==> src/rtl/roafd_pkg.sv <==
// roafd_pkg: shared constants and types for the relay output block
// assumes one 200 MHz clock and a synchronous active-high reset
package roafd_pkg;
    // number of output relays in the assembly group
    localparam int NUM_RELAYS = 6;
    // assigned signals per relay, or-ed together
    localparam int SIGS_PER_RELAY = 7;
    // clock period in ns
    localparam int CLK_PERIOD_NS = 5;
    // hold timer resolution: 10 ms, written in ns
    localparam int HOLD_TICK_NS = 10000000;
    // cycles per hold tick, derived from the two times above
    localparam int HOLD_TICK_CYCLES = HOLD_TICK_NS / CLK_PERIOD_NS;
    // width of a hold time setting in ticks (300.00 s = 30000 ticks)
    localparam int HOLD_W = 15;
    // hold time value after reset (0.00 s)
    localparam logic [HOLD_W-1:0] HOLD_RESET = 15'h0000;
    // tick counter width
    localparam int TICK_W = 32;

    // three-way force setting
    typedef enum logic [1:0] {
        ROAFD_FORCE_NORMAL = 2'h0,
        ROAFD_FORCE_DEENERGIZED = 2'h1,
        ROAFD_FORCE_ENERGIZED = 2'h2
    } roafd_force_t;
endpackage : roafd_pkg

==> src/rtl/roafd_hold.sv <==
// roafd_hold: minimum hold time of one relay output
// assumes tick is a one-cycle pulse on ref_clk from the owner's divider
`timescale 1ns/100ps
`default_nettype none
module roafd_hold (
    // clock and reset
    input wire logic ref_clk,
    input wire logic rst,
    // timing
    input wire logic tick,
    input wire logic [roafd_pkg::HOLD_W-1:0] hold_ticks,
    // state in and out
    input wire logic state_in,
    output logic state_out,
    output logic busy
);
    // all state of the hold timer
    typedef struct packed {
        logic held;
        logic [roafd_pkg::HOLD_W-1:0] cnt;
    } roafd_hold_state_t;

    roafd_hold_state_t s_reg;
    roafd_hold_state_t s_next;

    // a change is passed once, then frozen until the count runs out
    always_comb begin
        s_next = s_reg;
        if (s_reg.cnt != roafd_pkg::HOLD_RESET) begin
            // running: count down on each tick
            if (tick) begin
                s_next.cnt = s_reg.cnt - 15'h0001;
            end
        end else if (state_in != s_reg.held) begin
            // new state taken, hold window starts
            s_next.held = state_in;
            s_next.cnt = hold_ticks;
        end
    end

    // register the state
    always_ff @(posedge ref_clk) begin
        if (rst) begin
            s_reg <= '0;
        end else begin
            s_reg <= s_next;
        end
    end

    assign state_out = s_reg.held;
    assign busy = (s_reg.cnt != roafd_pkg::HOLD_RESET);
endmodule : roafd_hold
`default_nettype wire

==> src/rtl/roafd_top.sv <==
// roafd_top: acknowledge, system-ok, disarm and force logic of a relay group
// assumes protection signals, ack signals and service commands come from logic
// on ref_clk; the panel button arrives from a pin and is synchronised here.
// Overview of operation
// - panel clear button acknowledges relays
// - per-relay ack signal works only when latching is on
// - external ack rising acknowledges all relays
// - supervisory ack acknowledges all relays
// - system-ok relay has no settings
// - system-ok drops on internal fault
// - system-ok off during start-up
// - after start-up energise system-ok and LED
// - disarm needs disarm-enable first, resets inactive
// - disarm only unlatched relays not in hold
// - zone interlock and supervision ignore disarm
// - per-relay force normal, off or on
// - group force overrides single force
// - ack needs signals gone and hold expired
// - relay is or of seven invertible signals
// - unlatched tracks, latched stores until ack
`timescale 1ns/100ps
`default_nettype none
module roafd_top #(
    parameter int NUM_RELAYS = roafd_pkg::NUM_RELAYS,
    parameter int SIGS = roafd_pkg::SIGS_PER_RELAY,
    parameter int TICK_DIV = roafd_pkg::HOLD_TICK_CYCLES
) (
    // clock and reset
    input wire logic ref_clk,
    input wire logic rst,
    // protection signals and their inversion flags, relay i at [i*SIGS +: SIGS]
    input wire logic [NUM_RELAYS*SIGS-1:0] assigned_sig,
    input wire logic [NUM_RELAYS*SIGS-1:0] sig_invert,
    // per-relay settings and the group force setting
    input wire logic [NUM_RELAYS-1:0] latch_en,
    input wire logic [NUM_RELAYS*roafd_pkg::HOLD_W-1:0] hold_ticks,
    input wire logic [NUM_RELAYS*2-1:0] force_single_output,
    input wire logic [1:0] force_all_outputs,
    // acknowledge sources
    input wire logic panel_clear_btn,
    input wire logic [NUM_RELAYS-1:0] relay_ack_sig,
    input wire logic external_ack_module,
    input wire logic scada_ack,
    // disarm service commands
    input wire logic disarm_ctrl,
    input wire logic disarm_cmd,
    // self supervision
    input wire logic boot_done,
    input wire logic internal_fault,
    // zone interlocking signal
    input wire logic zone_interlock_in,
    // outputs
    output logic [NUM_RELAYS-1:0] relay_coil,
    output logic [NUM_RELAYS-1:0] relay_latched,
    output logic [NUM_RELAYS-1:0] relay_disarmed,
    output logic zone_interlock_out,
    output logic system_ok_contact,
    output logic system_ok_led
);
    // all state of the block
    typedef struct packed {
        logic btn_s1;
        logic btn_s2;
        logic btn_prev;
        logic ext_prev;
        logic cmd_prev;
        logic [NUM_RELAYS-1:0] latched;
        logic [NUM_RELAYS-1:0] disarmed;
        logic [NUM_RELAYS-1:0] coil;
        logic zone;
        logic sysok;
        logic [roafd_pkg::TICK_W-1:0] tick_cnt;
    } roafd_state_t;

    roafd_state_t s_reg;
    roafd_state_t s_next;

    logic tick; // hold time base pulse
    logic [NUM_RELAYS-1:0] logical; // or of assigned signals
    logic [NUM_RELAYS-1:0] pre_hold; // state before the hold timer
    logic [NUM_RELAYS-1:0] held; // state after the hold timer
    logic [NUM_RELAYS-1:0] hold_busy; // hold window running
    logic [NUM_RELAYS-1:0] clear_req; // combined acknowledge per relay
    logic common_ack; // acknowledges addressed to all relays
    logic disarm_go; // accepted disarm step

    // apply a force setting on top of the normal state
    function automatic logic apply_force(input logic [1:0] f, input logic normal);
        case (f)
            roafd_pkg::ROAFD_FORCE_ENERGIZED: apply_force = 1'b1;
            roafd_pkg::ROAFD_FORCE_DEENERGIZED: apply_force = 1'b0;
            default: apply_force = normal;
        endcase
    endfunction : apply_force

    // divider width, declared ahead of the compare that sizes with it
    localparam int TICK_W = roafd_pkg::TICK_W;
    // one pulse every TICK_DIV cycles
    assign tick = (s_reg.tick_cnt == TICK_W'(TICK_DIV - 1));

    // button edge, external ack edge and supervisory ack reach every relay
    assign common_ack = (s_reg.btn_s2 & ~s_reg.btn_prev)
        | (external_ack_module & ~s_reg.ext_prev)
        | scada_ack;

    // disarm is the second step, taken on the command's rising edge
    assign disarm_go = disarm_ctrl & disarm_cmd & ~s_reg.cmd_prev;

    // per relay: signal or, latch, acknowledge and hold timer
    genvar gi;
    generate
        for (gi = 0; gi < NUM_RELAYS; gi++) begin : g_relay
            // or of the invertible assigned signals
            assign logical[gi] = |(assigned_sig[gi*SIGS +: SIGS]
                ^ sig_invert[gi*SIGS +: SIGS]);
            // latched relays keep their set state
            assign pre_hold[gi] = logical[gi] | s_reg.latched[gi];
            // every acknowledge source merged, own signal gated by latch enable
            assign clear_req[gi] = common_ack
                | (relay_ack_sig[gi] & latch_en[gi]);
            roafd_hold u_hold (
                .ref_clk(ref_clk),
                .rst(rst),
                .tick(tick),
                .hold_ticks(hold_ticks[gi*roafd_pkg::HOLD_W +: roafd_pkg::HOLD_W]),
                .state_in(pre_hold[gi]),
                .state_out(held[gi]),
                .busy(hold_busy[gi])
            );
        end
    endgenerate

    // next-state logic of the whole block
    always_comb begin
        s_next = s_reg;
        // pin synchroniser, second stage feeds the edge detector
        s_next.btn_s1 = panel_clear_btn;
        s_next.btn_s2 = s_reg.btn_s1;
        s_next.btn_prev = s_reg.btn_s2;
        s_next.ext_prev = external_ack_module;
        s_next.cmd_prev = disarm_cmd;
        // hold time base divider
        if (tick) begin
            s_next.tick_cnt = '0;
        end else begin
            s_next.tick_cnt = s_reg.tick_cnt + 32'h00000001;
        end
        for (int i = 0; i < NUM_RELAYS; i++) begin
            // latch sets on the logical state while latching is on
            if (latch_en[i] && logical[i]) begin
                s_next.latched[i] = 1'b1;
            end else if (clear_req[i] && !logical[i] && !hold_busy[i]) begin
                // ack takes effect only with signals gone and hold over
                s_next.latched[i] = 1'b0;
            end
            // disarm only unlatched relays outside a hold window
            if (disarm_go && !s_reg.latched[i] && !hold_busy[i]) begin
                s_next.disarmed[i] = 1'b1;
            end
            // group force first, single force next, then normal state
            if (force_all_outputs != roafd_pkg::ROAFD_FORCE_NORMAL) begin
                s_next.coil[i] = apply_force(force_all_outputs, 1'b0);
            end else begin
                s_next.coil[i] = apply_force(force_single_output[i*2 +: 2],
                    held[i] & ~s_reg.disarmed[i]);
            end
        end
        // the command returning inactive re-arms the group
        if (!disarm_cmd) begin
            s_next.disarmed = '0;
        end
        // zone interlocking bypasses disarm
        s_next.zone = zone_interlock_in;
        // fixed life contact: boot finished and no fault
        s_next.sysok = boot_done & ~internal_fault;
    end

    // register the state
    always_ff @(posedge ref_clk) begin
        if (rst) begin
            s_reg <= '0;
        end else begin
            s_reg <= s_next;
        end
    end

    // outputs straight from flip-flops
    assign relay_coil = s_reg.coil;
    assign relay_latched = s_reg.latched;
    assign relay_disarmed = s_reg.disarmed;
    assign zone_interlock_out = s_reg.zone;
    assign system_ok_contact = s_reg.sysok;
    assign system_ok_led = s_reg.sysok;
endmodule : roafd_top
`default_nettype wire

==> config.mk <==
export PLATFORM = sky130hd
export DESIGN_NAME = roafd_top
export DESIGN_NICKNAME = d
export VERILOG_FILES = /design/src/rtl/roafd_pkg.sv /design/src/rtl/roafd_hold.sv /design/src/rtl/roafd_top.sv
export SDC_FILE = /design/constraint.sdc
export NUM_CORES = 1
export LEC_CHECK = 0
export ABC_AREA = 1
export BUFFER_PORTS_ARGS = -buffer_cell sky130_fd_sc_hd__buf_2
export CORE_AREA = 2 2 145 147
export CTS_CLUSTER_SIZE = 16
export DETAILED_ROUTE_END_ITERATION = 16
export DIE_AREA = 0 0 147 149
export PLACE_DENSITY = 0.79
export SYNTH_ARGS = -nofsm -noshare
export SYNTH_HDL_FRONTEND = slang
export SYNTH_HIERARCHICAL = 1
export SYNTH_SLANG_ARGS = --single-unit
==> constraint.sdc <==
create_clock -name ref_clk -period 3.45 [get_ports ref_clk]
set_clock_uncertainty 0.15 [all_clocks]
set_input_delay 0.345 -clock ref_clk [delete_from_list [all_inputs] [get_ports ref_clk]]
set_output_delay 0.345 -clock ref_clk [all_outputs]
set_load 0.02 [all_outputs]
Yosys cells after proc, flatten, opt, wreduce, memory -nomap -nowiden
Cells that the tools add are included.

cells by class
  $add $sub $neg = 7
  equality and inequality tests = 26
  mux-type cells = 43
  bitwise operators = 54
  reduce and logical (&&, ||, !) cells = 87

operators with widths
  operator                                                number
  2-to-1 mux 15 bit                                       18
  nonzero test 15 bit                                     6
  subtractor 15 x 1 -> 15 bit (second input constant)     6
  OR reduction 7 bit                                      6
  bitwise XOR 7 bit                                       6
  adder 32 x 1 -> 32 bit (second input constant)          1
  == test 32 x 21 -> 1 bit (second input constant)        1
  logical AND 1 bit                                       30
  nonzero test 2 bit                                      13
  AND reduction 2 bit                                     12
  2-to-1 mux 1 bit                                        19
  zero test 1 bit                                         18
  bitwise AND 1 bit                                       17
  inverter 1 bit                                          17
  == test 2 bit (second input constant)                   7
  bitwise OR 1 bit                                        14
  == test 2 x 1 -> 1 bit (second input constant)          6
  one-hot mux 1 bit (2 select lines)                      6
  inequality test 2 bit (second input constant)           5
  inequality test 1 bit                                   6
  OR reduction 2 bit                                      2
  inequality test 2 x 1 -> 1 bit (second input constant)  1

storage, ports and cells
  register bits = 153
  input port bits = 210
  output and inout port bits = 21

Longest topological paths before layout
Gate-level depths: netlist of run 1.

  word-level depth = 9
  depth in mapped cells = 14
  depth with buffers taken out = 13

Cells and area by module
Netlist of run 1, hierarchy kept.

modules (own cells, without submodules)
  module      times used  cells an instance  area each (um^2)  seq. area each (um^2)
  roafd_hold  6           198                1208.7            320.3
  roafd_top   1           592                3721.1            1141.1

Least setup slack after synthesis of run 1
Ideal clock, no wire load.

  path kind = register to register
  start point = register, netlist name s_reg[0]
  end point = register g_relay[0].u_hold/s_reg[4] in the netlist's numbering
  setup time = 0.116 ns
  arrival = 2.180 ns
  data required time = 3.184 ns
  slack = 1.004 ns
  cell stages (with the launch flop) = 12
  buffers on the path = 1
  clock period less this slack = 2.446 ns
  cell sequence = dfxtp_1 ha_1 nand2_1 inv_1 nand4_1 nor2_1 nand2_4 nand2_4 inv_6 buf_8 nor2_1 nor2_1

RTL lines
  element               RTL line          source
  to (signal assigned)  roafd_hold.sv:46  s_reg <= s_next;
  to (decl)             roafd_hold.sv:23  roafd_hold_state_t s_reg;

==> results.cfg, run 1 <==
[sta]
max_freq_mhz = 417
worst_pin_slew_ns = 0.683
hold_violations = 0
rsz0062_at_grt = false
period_needed_ns = 2.40
setup_viol = 0
relSlewSlack_pct = 54.3
fin_crit_sh_pct = 69.5
maxSlewViolCount = 0
finalSetupTns_ns = 0
holdWs_ns = 0.0249

[global_routing]
grt_pass1_wl_mm = 48.9
grtUsageTotal_pct = 27.1
antenna_found_initial = 1
grt_max_degree = 33
overflow = 0
grt_pass1_vias = 10500

[die]
num_rows = 53
start_util_pct = 53.4
core_area_um2 = 20600
io_pins = 231
die_area_um2 = 21900
die_h_um = 149
die_w_um = 147

[layout]
largest_reg_flops = 90
fillCellCount = 1944
syn_to_final_growth_pct = 16.4
fin_nets = 2225
multi_input_area_um2 = 6660
drive_above_1_share_pct = 18.5
ff_latch_area_um2 = 3060
n_antenna_cell = 0

[clocking]
cts_buffers = 17
cts_setup_buffers = 0
clockBufferDepth = 2
clk_latency_ns = 0.43
tritoncts = done
clock_sinks = 153
h-tree-depth = 4
post_cts_resized = 0
clk_pin_slew_ns = 0.06
hold_buffers = 6
ctsRootBufferMaster = clkbuf_16

[setup_path]
crit_arrival_ns = 2.56
reg2reg_slack_ns = 1.05
reg2reg_depth = 11
crit_fanout = 17
start_kind = register
reg2reg_to = g_relay[0].u_hold/s_reg[2]
cp-startpoint = s_reg[0]
critPathKind = register to register
crit_required_ns = 3.62
r2r_start = s_reg[0]
end_kind = register
crit_path_end = g_relay[0].u_hold/s_reg[2]

[synth]
ys.flop_type = dfxtp_1
synth_top_area_share_pct = 27.9
synthArstFlopShare_pct = 0
synth_edf_count = 0
yosys-top-cells-count = nand2_1, nor2_1, inv_1, dfxtp_1, nand3_1
yosysUniqueCellTypes = 28
yosys.area.top_type = dfxtp_1
synth_area_um2 = 11000
ys_warn_count = 6
ys_seq_area_share_pct = 27.9
synth.most_common_cell = nand2_1
postSynthAreaPerCell_um2 = 6.16
syn_nets = 2009
ys_ff_latch = 153
synth_cells = 1780
synthTopCellsByArea = dfxtp_1, nand2_1, nor2_1

[min_path]
hp-class = input pin to register

[route]
wl_per_cell_um = 13.2
route.detailed.drc = 0
drtAntennaViolNets = 0
vias_per_cell = 5.11
routed_wl_mm = 30.2
vias = 11700
drt-pass1-iter-count = 7
drt_iter0_markers = 726

[power]
p_leak_nw = 6.17
peakVddDrop_uv = 395
power-per-cell-area_nw_per_um2 = 959
total_power_mw = 12.2

[placement]
gp_congestion = 0.981
io_buffer_count = 230
hpwl_mm = 23.3

[run_status]
status = finished, final reports clean

[run]
drv_cap = 0
[layout make-up]
type	count	share of cell area (%)
tap	275	2.70
multi-input combinational	1361	52.1
sequential	153	24.0
timing repair buffer	239	9.66
clock inverter	12	1.16
clock buffer	19	3.55
inverter	224	6.82
[through the flow]
| step | area [um2] | setup WS, ns | util [%] | cells |
|---|---|---|---|---|
| 6_report | 12800 | 1.05 | 62.1 | 2283 |
| 5_1_grt | 12800 | 0.765 | 62.1 | 2283 |
| 4_1_cts | 12800 | 1.07 | 62.1 | 2283 |
| 3_5_place_dp | 12100 | 1.07 | 58.9 | 2246 |
| 3_3_place_gp | 12100 | 1.11 | 58.9 | 2246 |
| 2_1_floorplan | 11000 | 1.00 | - | 1780 |
[routing by layer]
metal | wire length, um | track usage (%) | up-vias
met2 | 14000 | 45.3 | 451
met5 | 16 | 0 | -
met3 | 2150 | 4.37 | 54
met1 | 13200 | 35.4 | 5170
li1 | - | - | 5988
met4 | 816 | 10.2 | 2
[critical path, cell delays in order (launching register included)]
cell,delay (ns)
dfxtp_1,0.40
ha_1,0.30
nand2_1,0.14
inv_1,0.12
nand4_1,0.11
nor2_2,0.27
buf_4,0.27
nand2_4,0.07
nand2_4,0.18
inv_6,0.10
nor2_1,0.12
nor2_1,0.05
[worst min path at each step]
stage / startpoint / cells past startpoint / end
finish: boot_done / 3 / system_ok_contact
floorplan: s_next[55] / 2 / s_next[54]
global route: boot_done / 3 / system_ok_contact
CTS: boot_done / 3 / system_ok_contact
detailed placement: s_next[54] / 2 / s_reg[54]
global placement: s_next[54] / 2 / s_reg[54]
[where the power goes]
| part | switching [mW] | leakage [nW] | internal (mW) | total [mW] |
|---|---|---|---|---|
| registers | 0.456 | 1.25 | 2.17 | 2.63 |
| logic | 5.05 | 4.63 | 2.63 | 7.68 |
| clock network | 0.767 | 0.295 | 1.17 | 1.94 |
| total | 6.27 | 6.17 | 5.97 | 12.2 |
[kinds of logic after synthesis]
group,share of synthesized area [%]
AOI/OAI and AO/OA,8.78
and+or+nand+nor,42.7
adders and majority gates,2.17
buffers and inverters,11.5
xor gates and xnor gates,6.94
DFF,27.9
[cell usage in the layout, fill, tap and decap left out, drive strengths merged]
cell         instances
clkbuf              19
clkinv               6
or2                  1
nor4                 4
inv                225
xnor2               33
bufinv               3
nand3              144
nand2              520
nand4               22
and2                 6
buf                233
ha                  19
nor2               363
dfxtp              153
clkinvlp             2
xor2                54
a21oi               83
o21ai               99
dlygate4sd3          6
o21bai               7
nor3                 6
Power figures use the tool's default switching activity.
==> run 2, diff against run 1 <==
--- a/config.mk
+++ b/config.mk
@@ -7,11 +7,11 @@
 export LEC_CHECK = 0
 export ABC_AREA = 1
 export BUFFER_PORTS_ARGS = -buffer_cell sky130_fd_sc_hd__buf_2
-export CORE_AREA = 2 2 145 147
+export CORE_AREA = 2 2 150 152
 export CTS_CLUSTER_SIZE = 16
 export DETAILED_ROUTE_END_ITERATION = 16
-export DIE_AREA = 0 0 147 149
-export PLACE_DENSITY = 0.79
+export DIE_AREA = 0 0 152 154
+export PLACE_DENSITY = 0.78
 export SYNTH_ARGS = -nofsm -noshare
 export SYNTH_HDL_FRONTEND = slang
 export SYNTH_HIERARCHICAL = 1
==> constraint.sdc (replaced) <==
create_clock -name ref_clk -period 2.1 [get_ports ref_clk]
set_clock_uncertainty 0.15 [all_clocks]
set_input_delay 0.21 -clock ref_clk [delete_from_list [all_inputs] [get_ports ref_clk]]
set_output_delay 0.21 -clock ref_clk [all_outputs]
set_load 0.02 [all_outputs]
==> run 2 against run 1 <==
Hold slack lost 0.013 ns. Sequential cell count is the same. Clock power grew 49%. Sequential share of layout area shrank 1.8 points.
==> results.cfg, run 2 (same netlist as run 1, synthesis figures left out) <==
[die]
die_h_um = 154
die_w_um = 152
io_pins = 231
start_util_pct = 50.6
die_area_um2 = 23400
num_rows = 54
core_area_um2 = 21700

[clocking]
clockBufferDepth = 2
h-tree-depth = 4
cts_buffers = 17
clk_latency_ns = 0.43
clock_sinks = 153
clk_pin_slew_ns = 0.06
tritoncts = done
ctsRootBufferMaster = clkbuf_16

[placement]
hpwl_mm = 23.7
io_buffer_count = 230
place_ws_ns = -0.0121
placed_cell_area_um2 = 12400
gp_congestion = 0.987

[layout]
largest_reg_flops = 90
drive_above_1_share_pct = 19.7
multi_input_area_um2 = 6760
syn_to_final_growth_pct = 26.1
ff_latch_area_um2 = 3070
final_cell_mix = nand2_1, nor2_1, buf_2, inv_1, dfxtp_1
final_cell_area_um2 = 13800
mostFrequentLayoutCell = nand2_1
fillCellCount = 1990
fin_nets = 2329
postLayoutCoreUtil_pct = 63.8

[sta]
fin_ws_ns = 0.0835
setup_viol = 0
hold_violations = 0
worst_pin_slew_ns = 0.626
finalSetupTns_ns = 0
fin_crit_sh_pct = 96.0
maxSlewViolCount = 0
period_needed_ns = 2.02
max_freq_mhz = 496
relSlewSlack_pct = 58.0

[setup_path]
worstPathCellList = inv_1 > nand4_1 > nor2_1 > nand4_1 > nor2_4 > buf_12 > nand2_4 > nand2_8 > buf_6 > nand3_1 > a21oi_1
crit_required_ns = 2.29
slowest_stage = dfxtp_1
crit_arrival_ns = 2.21
critPathKind = register to register
cpPeakStageDelay_ns = 0.35
crit_family = simple AND/OR/NAND/NOR gates
reg2reg_slack_ns = 0.08
end_kind = register
cp_common_cell = nand4_1
crit_fanout = 6
start_kind = register
cp_num_buf_inv = 3

[route]
route.detailed.drc = 0
routed_wl_mm = 32.2
vias_per_cell = 5.04
drt_iter0_markers = 829
drtAntennaViolNets = 0
vias = 12100
wl_per_cell_um = 13.5
drt-pass1-iter-count = 6

[power]
switchingPower_mw = 10.4
p_sw_share_pct = 50.5
p_leak_nw = 6.66
clock_power_share_pct = 14.1
comb_power_share_pct = 64.9
power_frac_seq_pct = 21.0
p_int_mw = 10.1
total_power_mw = 20.5
power-per-cell-area_nw_per_um2 = 1480
peakVddDrop_uv = 710

[run_status]
status = finished, final reports clean

[global_routing]
overflow = 0
grt_pass1_wl_mm = 52.6
antenna_found_initial = 1
grtUsageTotal_pct = 26.9
grt_max_degree = 33
grt_pass1_vias = 11400

[min_path]
hp-class = input pin to register

[run]
drv_cap = 0
## run 2: changes by cell type in the layout (fill, tap and decap cells not counted), moves of 4 or more
cell,change
buf_4,+29
dfxtp_2,+4
nand2_8,+6
buf_12,+4
dfxtp_1,-4
nand2_4,-5
clkbuf_1,+5
dlygate4sd3_1,+66
## run 2: area by class of cell
class	count	area share, %
clock inverters	3	0.289
repair buffers	342	16.2
inverters	224	6.29
diodes	1	0.0181
well taps	280	2.53
flip-flops and latches	153	22.2
multi-input cells	1362	48.9
clock buffers	26	3.61
## run 2: power by group through the flow
| stage | logic (mW) | clock network, mW | registers [mW] |
|---|---|---|---|
| after global placement | 12.3 | 0 | 4.33 |
| after global routing | 15.2 | 3.08 | 4.40 |
| final | 13.3 | 2.90 | 4.31 |
| after CTS | 12.6 | 2.95 | 4.28 |
| after detailed placement | 12.5 | 0 | 4.33 |
| after floorplan | 10.7 | 0 | 4.16 |
## run 2: worst reg2reg max path: stages, from the launching register on
cell	delay [ns]
dfxtp_1	0.35
inv_1	0.13
nand4_1	0.10
nor2_1	0.13
nand4_1	0.15
nor2_4	0.21
buf_12	0.17
nand2_4	0.08
nand2_8	0.10
buf_6	0.13
nand3_1	0.09
a21oi_1	0.16
## run 2: routing by layer
layer  vias up  wire, um  track usage [%]
li1       6189         -                -
met1      5326     13900             33.9
met2       456     15100             45.9
met3        81      2200             4.37
met4         0       944             10.6
met5         -         0                0
## run 2: repair_timing
action,CTS,global route
hold endpoints to repair,71,0
hold buffers,72,0
cloned,0,1
buffers inserted,0,7
resized for setup,1,28
setup endpoints to repair,58,90
pin swaps,0,7
## run 2: worst paths after layout
path	from	endpoint	cells after the start
setup / recovery	s_reg[24]	g_relay[3].u_hold/s_reg[11]	11
hold / removal	hold_ticks[16]	g_relay[1].u_hold/s_reg[1]	5
setup reg to reg	s_reg[24]	g_relay[3].u_hold/s_reg[11]	11
hold reg to reg	s_next[54]	s_reg[54]	2
## run 2: stage by stage
| stage | std cells | hold WS, ns |
|---|---|---|
| floorplan | 1780 | 0.129 |
| global placement | 2281 | 0.220 |
| detailed placement | 2281 | 0.222 |
| CTS | 2382 | 0.000199 |
| global route | 2390 | 0.0426 |
| finish | 2391 | 0.0115 |
==> run 3, diff against run 2 <==
--- a/config.mk
+++ b/config.mk
@@ -7,11 +7,11 @@
 export LEC_CHECK = 0
 export ABC_AREA = 1
 export BUFFER_PORTS_ARGS = -buffer_cell sky130_fd_sc_hd__buf_2
-export CORE_AREA = 2 2 150 152
+export CORE_AREA = 2 2 145 147
 export CTS_CLUSTER_SIZE = 16
 export DETAILED_ROUTE_END_ITERATION = 16
-export DIE_AREA = 0 0 152 154
-export PLACE_DENSITY = 0.78
+export DIE_AREA = 0 0 147 149
+export PLACE_DENSITY = 0.79
 export SYNTH_ARGS = -nofsm -noshare
 export SYNTH_HDL_FRONTEND = slang
 export SYNTH_HIERARCHICAL = 1
==> constraint.sdc (replaced) <==
create_clock -name ref_clk -period 2.25 [get_ports ref_clk]
set_clock_uncertainty 0.15 [all_clocks]
set_input_delay 0.225 -clock ref_clk [delete_from_list [all_inputs] [get_ports ref_clk]]
set_output_delay 0.225 -clock ref_clk [all_outputs]
set_load 0.02 [all_outputs]
==> run 3 against run 2 <==
Routed wire length down 2.7%. First-iteration DRC count down 15%. Sequential cell count unchanged. Core utilization up 2.5 points. Die area down 6.4%. Final cell count down 0.88%. Clock-buffer cell count down 4. Cell area down 1.6%. Fmax down 2.5%. Global-route usage up 1.5 points. Combinational power down 9.8%.
==> results.cfg, run 3 (same netlist as run 1, synthesis figures left out) <==
[layout]
fin_nets = 2311
instances_no_fill = 2370
postLayoutCoreUtil_pct = 66.2
final_cell_mix = nand2_1, nor2_1, buf_2, inv_1, dfxtp_1
syn_to_final_growth_pct = 24.1
largest_reg_flops = 90
mostFrequentLayoutCell = nand2_1
n_antenna_cell = 0
drive_above_1_share_pct = 18.7

[route]
route.detailed.drc = 0
routed_wl_mm = 31.3
vias = 12000
drtAntennaViolNets = 0
drt_iter0_markers = 704
drt-pass1-iter-count = 6
wl_per_cell_um = 13.2
vias_per_cell = 5.05

[sta]
period_needed_ns = 2.07
finalSetupTns_ns = 0
hold_violations = 0
maxSlewViolCount = 0
fin_crit_sh_pct = 91.9
holdWs_ns = 0.00941
setup_viol = 0
rsz0062_at_grt = false
relSlewSlack_pct = 60.1
fin_ws_ns = 0.181
worst_pin_slew_ns = 0.593
max_freq_mhz = 483

[min_path]
min_from = hold_ticks[43]
hp-class = input pin to register
hold_end = g_relay[2].u_hold/s_reg[13]
hold_depth = 5

[setup_path]
reg2reg_depth = 9
crit_required_ns = 2.41
r2r_start = s_reg[13]
reg2reg_to = g_relay[2].u_hold/s_reg[10]
cpPeakStageDelay_ns = 0.42
crit_fanout = 17
slowest_stage = nor4_1
end_kind = register
reg2reg_slack_ns = 0.18
start_kind = register
critPathKind = register to register
worstPathCellList = nor4_1 > nand3_1 > nor2_4 > buf_4 > nand2_4 > nand2_4 > inv_6 > nor2_1 > nor2_1
crit_arrival_ns = 2.23

[global_routing]
grtUsageTotal_pct = 28.3
grt_pass1_wl_mm = 51.0
grt_pass1_vias = 11200
grt-busiest-layer = met2
use_met1_pct = 35.2
globalRouteMet2Util_pct = 49.4
grt_util_met3_pct = 4.95
overflow = 0
grt_max_degree = 33
antenna_found_initial = 0

[placement]
hpwl_mm = 23.3
gp_congestion = 0.933
dp_cells = 2267
place_ws_ns = 0.0539
io_buffer_count = 230

[die]
num_rows = 53
die_h_um = 149
die_w_um = 147
start_util_pct = 53.4
io_pins = 231
die_area_um2 = 21900
core_area_um2 = 20600

[power]
power-per-cell-area_nw_per_um2 = 1390
peakVddDrop_uv = 695
p_leak_nw = 6.55

[clocking]
clk_latency_ns = 0.43
clockBufferDepth = 2
tritoncts = done
clk_pin_slew_ns = 0.06
clock_sinks = 153
cts_buffers = 17
cts_setup_buffers = 0
h-tree-depth = 4
ctsRootBufferMaster = clkbuf_16

[run]
drv_cap = 0

[run_status]
status = finished, final reports clean
## run 3: cell types whose count changed in the layout (fill, tap and decap cells not counted), moves of 4 or more
cell,delta
clkinvlp_4,+4
nand2_4,+4
dfxtp_2,-4
nand2_8,-5
buf_4,-11
dfxtp_1,+4
## run 3: worst max path at each step
stage                   start  slack, ns                           to  cells past startpoint
2_1_floorplan        s_reg[0]       0.05   g_relay[0].u_hold/s_reg[4]                     11
4_1_cts              s_reg[4]       0.15   g_relay[2].u_hold/s_reg[7]                     12
3_3_place_gp   sig_invert[36]       0.08   g_relay[5].u_hold/s_reg[4]                     13
3_5_place_dp   sig_invert[35]       0.05   g_relay[5].u_hold/s_reg[5]                     12
6_report            s_reg[13]       0.18  g_relay[2].u_hold/s_reg[10]                      9
5_1_grt              s_reg[4]      0.005   g_relay[3].u_hold/s_reg[6]                     12
## run 3: metal layers
| layer | share of wire [%] | up-vias | wire, um |
|---|---|---|---|
| met4 | 2.6 | 0 | 830 |
| li1 | - | 6151 | - |
| met1 | 43 | 5310 | 13400 |
| met5 | 0 | - | 0 |
| met3 | 7.3 | 62 | 2290 |
| met2 | 47 | 439 | 14800 |
## run 3: where the power goes
| group | internal (mW) | total, mW | switching, mW |
|---|---|---|---|
| combinational | 4.25 | 12.0 | 7.71 |
| sequential | 3.33 | 4.01 | 0.684 |
| clock | 1.72 | 2.90 | 1.17 |
| total | 9.31 | 18.9 | 9.57 |
## run 3: layout make-up
class                      count  area [um2]
timing repair buffer         325        2080
tap                          275         344
fill                        1871        6940
multi-input combinational   1361        6670
clock buffer                  22         474
inverter                     224         871
clock inverter                10         118
sequential                   153        3060
## run 3: per-stage QoR
stage	instance area, um2	total power [mW]
4_1_cts	13600	18.8
3_5_place_dp	12300	15.7
3_3_place_gp	12300	15.5
2_1_floorplan	11000	13.9
6_report	13600	18.9
5_1_grt	13600	20.8
## run 3: timing repair
item,4_1_cts,5_1_grt
hold buffers,71,0
hold endpoints to repair,70,0
endpoints found under the setup margin,0,6
resized for setup,0,2
## run 3: worst max-delay path, delay by kind of cell (launching register included)
| family | cells | cell delay [ns] |
|---|---|---|
| simple gates | 7 | 1.17 |
| flops | 1 | 0.35 |
| buf+inv | 2 | 0.27 |
